## src/plg_pkg.sv

```systemverilog
/*
  Shared constants and types of the programmable-logic gating unit:
  command and operand class encodings, accumulator widths, reset values,
  sequence states and the widening modes of the operand fitter.
  Assumes one processing clock and an instruction sequencer that
  presents one command per cycle with a valid strobe.
*/
// Function
// [RULE1] opening OR NOT loads inverted operand bit
// [RULE2] open-sequence OR NOT: acc or not operand
// [RULE3] bit form takes marker/input/output/timer/counter
// [RULE4] word form touches only operand-width low bits; word loads write all 32 bits of the sign-widened operand
// [RULE5] word gating pairs bit n with n
// [RULE6] word OR NOT result kept in accumulator
// [RULE7] opening exclusive gate loads operand bit
// [RULE8] open-sequence exclusive gate: acc xor operand
// [RULE9] word exclusive gate kept in accumulator
// [RULE10] opening equivalence gate acts as inverted load
// [RULE11] open-sequence equivalence gate: acc xnor operand
// [RULE12] word equivalence gate kept in accumulator
// [RULE13] add widens operand to 32 bits first
// [RULE14] add writes sum back to word accumulator
// [RULE15] program should open chains with load
// [RULE16] track open sequence; assign/reset closes it
package plg_pkg;

  // ---------------------------------------------------------------
  // widths and reset values
  // ---------------------------------------------------------------
  localparam int unsigned ACC_W      = 32;
  localparam int unsigned BYTE_W     = 8;
  localparam int unsigned WORD_W     = 16;
  localparam int unsigned DWORD_W    = 32;
  localparam logic        LOGIC_RST  = 1'b0;
  localparam logic [31:0] WORD_RST   = 32'h0000_0000;
  localparam logic [31:0] MASK_BYTE  = 32'h0000_00FF;
  localparam logic [31:0] MASK_WORD  = 32'h0000_FFFF;
  localparam logic [31:0] MASK_DWORD = 32'hFFFF_FFFF;

  // ---------------------------------------------------------------
  // commands from the sequencer
  // ---------------------------------------------------------------
  typedef enum logic [3:0] {
    PLG_LOAD              = 4'h0,
    PLG_INVERTED_LOAD_CMD = 4'h1,
    PLG_OR_NOT_CMD        = 4'h2,
    PLG_EXCLUSIVE_GATE_CMD   = 4'h3,
    PLG_EQUIVALENCE_GATE_CMD = 4'h4,
    PLG_ADD_CMD           = 4'h5,
    PLG_ASSIGN_CMD        = 4'h6,
    PLG_NOP_CMD           = 4'h7
  } plg_cmd_t;

  // ---------------------------------------------------------------
  // operand classes
  // ---------------------------------------------------------------
  typedef enum logic [3:0] {
    PLG_CLS_MARKER  = 4'h0,
    PLG_CLS_INPUT   = 4'h1,
    PLG_CLS_OUTPUT  = 4'h2,
    PLG_CLS_TIMER   = 4'h3,
    PLG_CLS_COUNTER = 4'h4,
    PLG_CLS_BYTE    = 4'h5,
    PLG_CLS_WORD    = 4'h6,
    PLG_CLS_DWORD   = 4'h7,
    PLG_CLS_CONST   = 4'h8
  } plg_cls_t;

  // ---------------------------------------------------------------
  // logic sequence state, gray along closed -> open -> closed
  // ---------------------------------------------------------------
  typedef enum logic [1:0] {
    PLG_SEQ_CLOSED = 2'b00,
    PLG_SEQ_OPEN   = 2'b01
  } plg_seq_t;

  // ---------------------------------------------------------------
  // per-bit word gate selections
  // ---------------------------------------------------------------
  typedef enum logic [1:0] {
    PLG_GATE_OR_NOT = 2'b00,
    PLG_GATE_XOR    = 2'b01,
    PLG_GATE_XNOR   = 2'b11,
    PLG_GATE_PASS   = 2'b10
  } plg_gate_t;

endpackage

```

## src/plg_gating_unit.sv

```systemverilog
/*
  Programmable-logic gating unit: bit and word forms of OR NOT,
  exclusive gate and equivalence gate, plain and inverted load,
  addition and assignment, acting on a one-bit logic accumulator
  and a 32-bit word accumulator.
  Assumes the instruction sequencer presents one command per cycle
  with cmd_valid_i, and the operand store has the operand ready in
  the same cycle. Results appear one cycle after acceptance.
*/
module plg_gating_unit
  import plg_pkg::*;
(
  input  wire logic              clk_sys_i,
  input  wire logic              reset_n_i,
  input  wire logic              cmd_valid_i,
  input  wire plg_pkg::plg_cmd_t cmd_op_i,
  input  wire plg_pkg::plg_cls_t cmd_cls_i,
  input  wire logic              opnd_bit_i,
  input  wire logic [31:0]       opnd_word_i,
  output logic                   cmd_ready_o,
  output logic                   done_o,
  output logic                   bad_operand_o,
  output logic                   logic_acc_o,
  output logic [31:0]            word_acc_o,
  output logic                   seq_open_o,
  output logic                   store_valid_o,
  output logic                   store_bit_o,
  output logic [31:0]            store_word_o
);
  import plg_pkg::*;

  // -----------------------------------------------------------------
  // state
  // -----------------------------------------------------------------
  logic        logic_acc_q;
  logic        logic_acc_d;
  logic [31:0] word_acc_q;
  logic [31:0] word_acc_d;
  plg_seq_t    seq_q;
  plg_seq_t    seq_d;
  logic        done_q;
  logic        bad_q;
  logic        bad_d;
  logic        store_valid_q;
  logic        store_bit_q;
  logic [31:0] store_word_q;

  // -----------------------------------------------------------------
  // operand fitting
  // -----------------------------------------------------------------
  logic        opnd_is_bit;
  logic        opnd_is_word;
  logic [31:0] opnd_mask;
  logic [31:0] opnd_wide;

  plg_operand_fit u_fit (
    .cls_i     (cmd_cls_i),
    .raw_i     (opnd_word_i),
    .is_bit_o  (opnd_is_bit),
    .is_word_o (opnd_is_word),
    .mask_o    (opnd_mask),
    .wide_o    (opnd_wide)
  );

  // -----------------------------------------------------------------
  // command classification
  // -----------------------------------------------------------------
  logic is_gate_cmd;
  logic is_load_cmd;
  logic is_bit_form;
  logic is_word_form;
  logic in_seq;

  assign in_seq = (seq_q == PLG_SEQ_OPEN);

  always_comb begin
    is_gate_cmd = 1'b0;
    is_load_cmd = 1'b0;
    case (cmd_op_i)
      PLG_OR_NOT_CMD,
      PLG_EXCLUSIVE_GATE_CMD,
      PLG_EQUIVALENCE_GATE_CMD: begin
        is_gate_cmd = 1'b1;
      end
      PLG_LOAD,
      PLG_INVERTED_LOAD_CMD: begin
        is_load_cmd = 1'b1;
      end
      default: begin
        is_gate_cmd = 1'b0;
        is_load_cmd = 1'b0;
      end
    endcase
  end

  assign is_bit_form  = (is_gate_cmd | is_load_cmd) & opnd_is_bit;
  assign is_word_form = (is_gate_cmd | is_load_cmd) & opnd_is_word;

  // -----------------------------------------------------------------
  // bit-form result
  // -----------------------------------------------------------------
  logic bit_result;

  always_comb begin
    bit_result = logic_acc_q;
    case (cmd_op_i)
      PLG_LOAD: begin
        bit_result = opnd_bit_i;
      end
      PLG_INVERTED_LOAD_CMD: begin
        bit_result = ~opnd_bit_i;
      end
      PLG_OR_NOT_CMD: begin
        if (in_seq) begin
          bit_result = logic_acc_q | ~opnd_bit_i; // RULE2
        end else begin
          bit_result = ~opnd_bit_i; // RULE1
        end
      end
      PLG_EXCLUSIVE_GATE_CMD: begin
        if (in_seq) begin
          bit_result = logic_acc_q ^ opnd_bit_i; // RULE8
        end else begin
          bit_result = opnd_bit_i; // RULE7
        end
      end
      PLG_EQUIVALENCE_GATE_CMD: begin
        if (in_seq) begin
          bit_result = ~(logic_acc_q ^ opnd_bit_i); // RULE11
        end else begin
          bit_result = ~opnd_bit_i; // RULE10
        end
      end
      default: begin
        bit_result = logic_acc_q;
      end
    endcase
  end

  // -----------------------------------------------------------------
  // word-form gating, one cell per accumulator bit
  // -----------------------------------------------------------------
  plg_gate_t   gate_sel;
  logic [31:0] gated_word;

  always_comb begin
    case (cmd_op_i)
      PLG_OR_NOT_CMD: begin
        gate_sel = PLG_GATE_OR_NOT;
      end
      PLG_EXCLUSIVE_GATE_CMD: begin
        gate_sel = PLG_GATE_XOR;
      end
      PLG_EQUIVALENCE_GATE_CMD: begin
        gate_sel = PLG_GATE_XNOR;
      end
      default: begin
        gate_sel = PLG_GATE_PASS;
      end
    endcase
  end

  for (genvar n = 0; n < ACC_W; n++) begin : g_cell
    logic a;
    logic b;
    logic f;
    assign a = word_acc_q[n];
    assign b = opnd_word_i[n]; // RULE5
    always_comb begin
      case (gate_sel)
        PLG_GATE_OR_NOT: begin
          f = a | ~b; // RULE6
        end
        PLG_GATE_XOR: begin
          f = a ^ b; // RULE9
        end
        PLG_GATE_XNOR: begin
          f = ~(a ^ b); // RULE12
        end
        default: begin
          f = a;
        end
      endcase
    end
    assign gated_word[n] = opnd_mask[n] ? f : a; // RULE4
  end

  // -----------------------------------------------------------------
  // next-state decision
  // -----------------------------------------------------------------
  logic [31:0] sum_word;

  // carry dropped on purpose: sum wraps modulo 2^32
  assign sum_word = 32'(word_acc_q + opnd_wide); // RULE13

  // refused commands leave both accumulators untouched
  always_comb begin
    logic_acc_d = logic_acc_q;
    word_acc_d  = word_acc_q;
    seq_d       = seq_q;
    bad_d       = 1'b0;
    if (cmd_valid_i) begin
      case (cmd_op_i)
        PLG_LOAD, PLG_INVERTED_LOAD_CMD, PLG_OR_NOT_CMD,
        PLG_EXCLUSIVE_GATE_CMD, PLG_EQUIVALENCE_GATE_CMD: begin
          if (is_bit_form) begin
            logic_acc_d = bit_result;
            seq_d       = PLG_SEQ_OPEN; // RULE16
          end else if (is_word_form && is_load_cmd) begin
            word_acc_d = (cmd_op_i == PLG_LOAD) ? opnd_wide
                                                : ~opnd_wide;
          end else if (is_word_form) begin
            word_acc_d = gated_word;
          end else begin
            bad_d = 1'b1; // RULE3
          end
        end
        PLG_ADD_CMD: begin
          if (opnd_is_word) begin
            word_acc_d = sum_word; // RULE14
          end else begin
            bad_d = 1'b1;
          end
        end
        PLG_ASSIGN_CMD: begin
          seq_d = PLG_SEQ_CLOSED; // RULE16
        end
        PLG_NOP_CMD: begin
          seq_d = seq_q;
        end
        default: begin
          bad_d = 1'b1;
        end
      endcase
    end
  end

  // -----------------------------------------------------------------
  // accumulators
  // -----------------------------------------------------------------
  always_ff @(posedge clk_sys_i or negedge reset_n_i) begin
    if (!reset_n_i) begin
      logic_acc_q <= LOGIC_RST;
      word_acc_q  <= WORD_RST;
    end else begin
      logic_acc_q <= logic_acc_d;
      word_acc_q  <= word_acc_d;
    end
  end

  // -----------------------------------------------------------------
  // logic sequence tracking
  // -----------------------------------------------------------------
  always_ff @(posedge clk_sys_i or negedge reset_n_i) begin
    if (!reset_n_i) begin
      seq_q <= PLG_SEQ_CLOSED; // RULE16
    end else begin
      seq_q <= seq_d;
    end
  end

  // -----------------------------------------------------------------
  // completion and error pulses
  // -----------------------------------------------------------------
  always_ff @(posedge clk_sys_i or negedge reset_n_i) begin
    if (!reset_n_i) begin
      done_q <= 1'b0;
      bad_q  <= 1'b0;
    end else begin
      done_q <= cmd_valid_i;
      bad_q  <= bad_d;
    end
  end

  // -----------------------------------------------------------------
  // assignment port toward the operand store
  // -----------------------------------------------------------------
  always_ff @(posedge clk_sys_i or negedge reset_n_i) begin
    if (!reset_n_i) begin
      store_valid_q <= 1'b0;
      store_bit_q   <= LOGIC_RST;
      store_word_q  <= WORD_RST;
    end else begin
      store_valid_q <= cmd_valid_i && (cmd_op_i == PLG_ASSIGN_CMD);
      if (cmd_valid_i && (cmd_op_i == PLG_ASSIGN_CMD)) begin
        store_bit_q  <= logic_acc_q;
        store_word_q <= word_acc_q & opnd_mask;
      end
    end
  end

  // -----------------------------------------------------------------
  // outputs
  // -----------------------------------------------------------------
  // one command per cycle, never stalls
  assign cmd_ready_o   = 1'b1;
  assign done_o        = done_q;
  assign bad_operand_o = bad_q;
  assign logic_acc_o   = logic_acc_q;
  assign word_acc_o    = word_acc_q;
  assign seq_open_o    = (seq_q == PLG_SEQ_OPEN);
  assign store_valid_o = store_valid_q;
  assign store_bit_o   = store_bit_q;
  assign store_word_o  = store_word_q;

endmodule // plg_gating_unit

```

## src/plg_operand_fit.sv

```systemverilog
/*
  Operand fitter: derives the influenced-bit mask of a word operand
  and its sign-widened 32-bit value, and tells bit-class from
  word-class operands. Purely combinational.
  Assumes the operand store delivers narrow operands in the low bits.
*/
module plg_operand_fit
  import plg_pkg::*;
(
  input  wire plg_pkg::plg_cls_t cls_i,
  input  wire logic [31:0]       raw_i,
  output logic                   is_bit_o,
  output logic                   is_word_o,
  output logic [31:0]            mask_o,
  output logic [31:0]            wide_o
);

  // -----------------------------------------------------------------
  // class decode and widening
  // -----------------------------------------------------------------
  always_comb begin
    is_bit_o  = 1'b0;
    is_word_o = 1'b0;
    mask_o    = MASK_DWORD;
    wide_o    = raw_i;
    case (cls_i)
      PLG_CLS_MARKER, PLG_CLS_INPUT, PLG_CLS_OUTPUT,
      PLG_CLS_TIMER, PLG_CLS_COUNTER: begin
        is_bit_o = 1'b1; // RULE3
      end
      PLG_CLS_BYTE: begin
        is_word_o = 1'b1;
        mask_o    = MASK_BYTE; // RULE4
        wide_o    = {{(ACC_W-BYTE_W){raw_i[BYTE_W-1]}},
                     raw_i[BYTE_W-1:0]}; // RULE13
      end
      PLG_CLS_WORD: begin
        is_word_o = 1'b1;
        mask_o    = MASK_WORD; // RULE4
        wide_o    = {{(ACC_W-WORD_W){raw_i[WORD_W-1]}},
                     raw_i[WORD_W-1:0]}; // RULE13
      end
      PLG_CLS_DWORD, PLG_CLS_CONST: begin
        is_word_o = 1'b1;
        mask_o    = MASK_DWORD; // RULE4
      end
      default: begin
        is_bit_o  = 1'b0;
        is_word_o = 1'b0;
      end
    endcase
  end

endmodule // plg_operand_fit

```

## config.mk

```make
export PLATFORM = sky130hd
export DESIGN_NAME = plg_gating_unit
export DESIGN_NICKNAME = d
export VERILOG_FILES = /design/src/plg_pkg.sv /design/src/plg_gating_unit.sv /design/src/plg_operand_fit.sv
export SDC_FILE = /design/constraint.sdc
export NUM_CORES = 1
export LEC_CHECK = 0
export ABC_AREA = 1
export ABC_CLOCK_PERIOD_IN_PS = 2000
export CELL_PAD_IN_SITES_DETAIL_PLACEMENT = 1
export CELL_PAD_IN_SITES_GLOBAL_PLACEMENT = 1
export CORE_ASPECT_RATIO = 1.5
export CORE_MARGIN = 2
export CORE_UTILIZATION = 46
export CTS_BUF_LIST = sky130_fd_sc_hd__clkbuf_4 sky130_fd_sc_hd__clkbuf_8 sky130_fd_sc_hd__clkbuf_16
export DETAILED_ROUTE_END_ITERATION = 12
export DONT_BUFFER_PORTS = 1
export PLACE_DENSITY = 0.88
export SETUP_SLACK_MARGIN = 0.05
export SYNTH_ARGS = -nofsm -noshare
export SYNTH_HDL_FRONTEND = slang
export SYNTH_SLANG_ARGS = --single-unit
```

## constraint.sdc

```tcl
create_clock -name clk_sys_i -period 2 [get_ports clk_sys_i]
set_input_delay 0.4 -clock clk_sys_i [delete_from_list [all_inputs] [get_ports clk_sys_i]]
set_output_delay 0.4 -clock clk_sys_i [all_outputs]
set_load 0.02 [all_outputs]
```

==> impl_metrics.tcl, run 1 <==
set metrics [dict create \
    status "stopped before the end" \
    failed_stage "global routing" \
    firstError "[ERROR GRT-0116] Global routing finished with congestion. Check the congestion regions in the DRC Viewer." \
    post-synth-top-count-cell "nand2_1" \
    ctsLongestPathBuffers 2 \
    first_global_vias 14100 \
    die_x_um 110 \
    ys.flop_type "dfrtp_1" \
    io_buffers 0 \
    synth.area.top_cells "nand2_1, dfrtp_1, ha_1" \
    synth_top_cell_by_area "nand2_1" \
    io_pins 115 \
    root_buffer "clkbuf_16" \
    overflow 114 \
    htreeDepth 3 \
    grt_first_pass_wirelength_um 95300 \
    synthesis.area_um2 7680 \
    hpwl_um 27200 \
    gp_congestion 0.958 \
    track_usage_pct 72.3 \
    synth_cell_types 47 \
    avgSynthCellArea_um2 6.11 \
    cts_buffers 9 \
    die_h_um 162 \
    synth_sequential_area_ratio_pct 22.8 \
    grt_max_degree 71 \
    async_flop_share_pct 100 \
    rows 57 \
    synth_commonest_cells "nand2_1, inv_1, nor2_1" \
    start_util_pct 47.3 \
    ys_ff_latch 70 \
    synth_edf_count 0 \
    ys_warn_count 0 \
    cts_sinks 70 \
    syn_nets 1369 \
    synth_top_area_share_pct 23.8 \
    netlist_instances 1258 \
]
[routing by layer]
metal	global-route usage, %	GRT overflow
met5	12.2	2
met4	75.5	35
met3	53.3	3
met2	92.8	73
met1	69.6	1
[cells by family after synthesis]
logic type,after synthesis,share of synthesized area [%]
AO/OA/AOI/OAI,191,15.5
XOR/XNOR,11,1.25
adder cells (fa/ha/maj),67,11.0
buffers and inverters,243,13.3
flip-flops,70,22.8
other,1,0.0488
AND/OR/NAND/NOR,675,36.1
[per-stage QoR]
| step | setup WS, ns | hold slack, ns | std cells | TNS, ns | cell area (um2) |
|---|---|---|---|---|---|
| 2_1_floorplan | -0.408 | 0.104 | 1258 | -5.97 | 7950 |
| 3_3_place_gp | -0.917 | 0.106 | 1570 | -16.12 | 9150 |
| 3_5_place_dp | -1.17 | 0.106 | 1570 | -22.48 | 9150 |
| 4_1_cts | -0.594 | -0.276 | 1626 | -8.29 | 10700 |
[timing repair]
action / in CTS
pin swaps: 64
gates cloned: 2
setup buffers: 40
endpoints found under the setup margin: 29
resized for setup: 231
endpoints found under the hold margin: 70
==> run 2, diff against run 1 <==
==> config.mk (replaced) <==
export PLATFORM = sky130hd
export DESIGN_NAME = plg_gating_unit
export DESIGN_NICKNAME = d
export VERILOG_FILES = /design/src/plg_pkg.sv /design/src/plg_gating_unit.sv /design/src/plg_operand_fit.sv
export SDC_FILE = /design/constraint.sdc
export NUM_CORES = 1
export LEC_CHECK = 0
export ABC_AREA = 1
export ABC_CLOCK_PERIOD_IN_PS = 2000
export CORE_MARGIN = 2
export CORE_UTILIZATION = 35
export DETAILED_ROUTE_END_ITERATION = 12
export DONT_BUFFER_PORTS = 1
export PLACE_DENSITY_LB_ADDON = 0.15
export SYNTH_ARGS = -nofsm -noshare
export SYNTH_HDL_FRONTEND = slang
export SYNTH_SLANG_ARGS = --single-unit
==> impl_metrics.tcl, run 2 <==
set metrics [dict create \
    first_global_vias 7822 \
    rsz0062_at_grt "yes" \
    crit_type "input port to register" \
    via_per_inst 5.06 \
    synth_sequential_area_ratio_pct 22.8 \
    drive_gt1_share_pct 32.4 \
    overflow 0 \
    synth.area.top_cells "nand2_1, dfrtp_1, ha_1" \
    power_uw 11800 \
    hold_path_class "input port to asynchronous set/reset pin" \
    rows 54 \
    cp.arrival_ns 2.69 \
    avgSynthCellArea_um2 6.11 \
    met1_usage_pct 37.5 \
    drv_slew 0 \
    use_met2_pct 35.8 \
    hold_viol 70 \
    cts_tree "yes" \
    fmax_mhz 410 \
    antenna_found_initial 0 \
    crit_required_ns 2.25 \
    power_density_nw_per_um2 1070 \
    track_usage_pct 24.6 \
    drtPass1Iterations 5 \
    ys.flop_type "dfrtp_1" \
    synth-compound-area-share_pct 15.5 \
    synthAdderAreaFrac_pct 11.0 \
    synth_top_area_share_pct 23.8 \
    io_pins 115 \
    slowest_delay_ns 0.32 \
    synth_top_cell_by_area "nand2_1" \
    insertion_delay_ns 0.36 \
    finalCritPeriodShare_pct 122 \
    io_buffers 0 \
    met3_usage_pct 4.01 \
    vias 8601 \
    die_x_um 152 \
    drc 0 \
    path_delay_family "simple AND/OR/NAND/NOR gates" \
    fin_nets 1527 \
    grt.busiest_layer "met1" \
    synth_xor_area_share_pct 1.25 \
    synth_edf_count 0 \
    ys_ff_latch 70 \
    grt_first_pass_wirelength_um 45100 \
    critPathBufInv 4 \
    syn_to_final_growth_pct 43.1 \
    final.fill_count 2115 \
    die_h_um 152 \
    htreeDepth 3 \
    async_flop_share_pct 100 \
    synth_mux_area_share_pct 0 \
    cp_slowest_cell "ha_4" \
    cp_cell_sequence "inv_12 -> nor2_4 -> nand2_2 -> nand2_4 -> nand3_4 -> clkbuf_16 -> buf_6 -> o21ai_4 -> inv_2 -> ha_4 -> nand2_8 -> nor2_4 -> nand2_2 -> nor4_4 -> nand2_2 -> a21oi_2 -> nor2_1 -> nor2_1 -> nor2_1" \
    endpoint_kind "register" \
    final_cell_mix "nand2_1, inv_1, buf_4" \
    pre_cts_slack_ns -0.846 \
    synth_top_family_by_area "simple AND/OR/NAND/NOR gates" \
    start_util_pct 35.4 \
    core_um2 21700 \
    hpwl_um 22000 \
    antennaDiodeCount 0 \
    drt_iter0_markers 578 \
    ir_drop_uv 337 \
    ant_nets 0 \
    fin_hold_ws_ns -0.270 \
    netlist_instances 1258 \
    synthSimpleGateAreaFrac_pct 36.1 \
    synthesis.area_um2 7680 \
    root_buffer "clkbuf_16" \
    post-synth-top-count-cell "nand2_1" \
    routed_wl_um 29100 \
    status "finished, violations left" \
    cts_buffers 9 \
    fin_tns_setup_ns -6.90 \
    power.leakage_uw 0.00573 \
    die_area_um2 23200 \
    ys_warn_count 0 \
    fin_crit_ns 2.44 \
    cts_sinks 70 \
    routedWlPerCell_um 17.1 \
    clkSlewWorstSetupHoldPaths_ns 0.07 \
    cp_max_fo 5 \
    setup.worst_path.start_class "input port" \
    ctsLongestPathBuffers 2 \
    layout_commonest_cell "nand2_1" \
    finalSetupViolCount 23 \
    placed_cell_area_um2 9300 \
    gp_congestion 0.918 \
    fin_worst_skew_ns 0.00977 \
    final.setup.worst_slack_ns -0.440 \
    failed_checks "hold timing, setup timing" \
    grt_max_degree 71 \
    syn_nets 1369 \
    synth_cell_types 47 \
    stdcell_area_um2 11000 \
    cap_violations 0 \
    synth_commonest_cells "nand2_1, inv_1, nor2_1" \
]
[run 2: kinds of logic after synthesis]
logic type,after synthesis
AO/OA/AOI/OAI,191
flip-flops,70
other,1
adder cells (fa/ha/maj),67
AND/OR/NAND/NOR,675
buffers and inverters,243
XOR/XNOR,11
[run 2: report_power, final]
group	internal [uW]	leakage [uW]	switching [uW]	total (uW)
registers	1840	0.000863	677	2520
clock network	1010	0.000141	763	1770
logic	3260	0.00472	4270	7520
[run 2: stage by stage]
| step | utilization, % | std cells |
|---|---|---|
| global route | 50.7 | 1701 |
| detailed placement | 42.9 | 1646 |
| finish | 50.7 | 1701 |
| global placement | 42.9 | 1646 |
| CTS | 47.7 | 1679 |
| floorplan | - | 1258 |
[run 2: final cells by class]
class	instances	area, um2	area share, %
Clock buffer	10	239	2.17
Clock inverter	6	70.1	0.637
Inverter	202	790	7.18
Multi-Input combinational cell	945	6130	55.8
Sequential cell	70	1750	15.9
Tap cell	280	350	3.19
Timing Repair Buffer	188	1660	15.1
[run 2: metal layers]
layer / share of wire [%] / up-vias / routed length [um]
met5: 0 / - / 0
met1: 50 / 3979 / 14500
met2: 42 / 262 / 12100
met4: 2.3 / 0 / 668
met3: 6.0 / 37 / 1750
li1: - / 4323 / -
[run 2: path summary, 6_finish.rpt]
path / start / end / slack, ns / cells past startpoint
worst max-delay path: cmd_cls_i[2] / word_acc_o[29] / -0.44 / 19
worst max register to register: word_acc_o[0] / word_acc_o[28] / -0.07 / 15
max in group asynchronous: reset_n_i / word_acc_o[17] / 2.11 / 0
worst min register to register: store_word_o[28] / store_word_o[28] / 0.62 / 2
worst min-delay path: reset_n_i / word_acc_o[4] / -0.27 / 0
min in group clk_sys_i: cmd_valid_i / done_o / 0.08 / 0
[run 2: timing repair]
action                                 4_1_cts  5_1_grt
gates resized for setup                    145      125
pin swaps                                   37       74
setup endpoints to repair                   25       28
cloned                                       0        2
setup buffers                               17       21
endpoints found under the hold margin       70       70
[run 2: worst reg2reg max path: cells and delay by family, from the launching register on]
kind | cells | cell delay, ns
fa+ha+maj | 2 | 0.59
flops | 1 | 0.36
simple gates | 11 | 0.87
buf+inv | 2 | 0.15
Power figures use the tool's default switching activity.
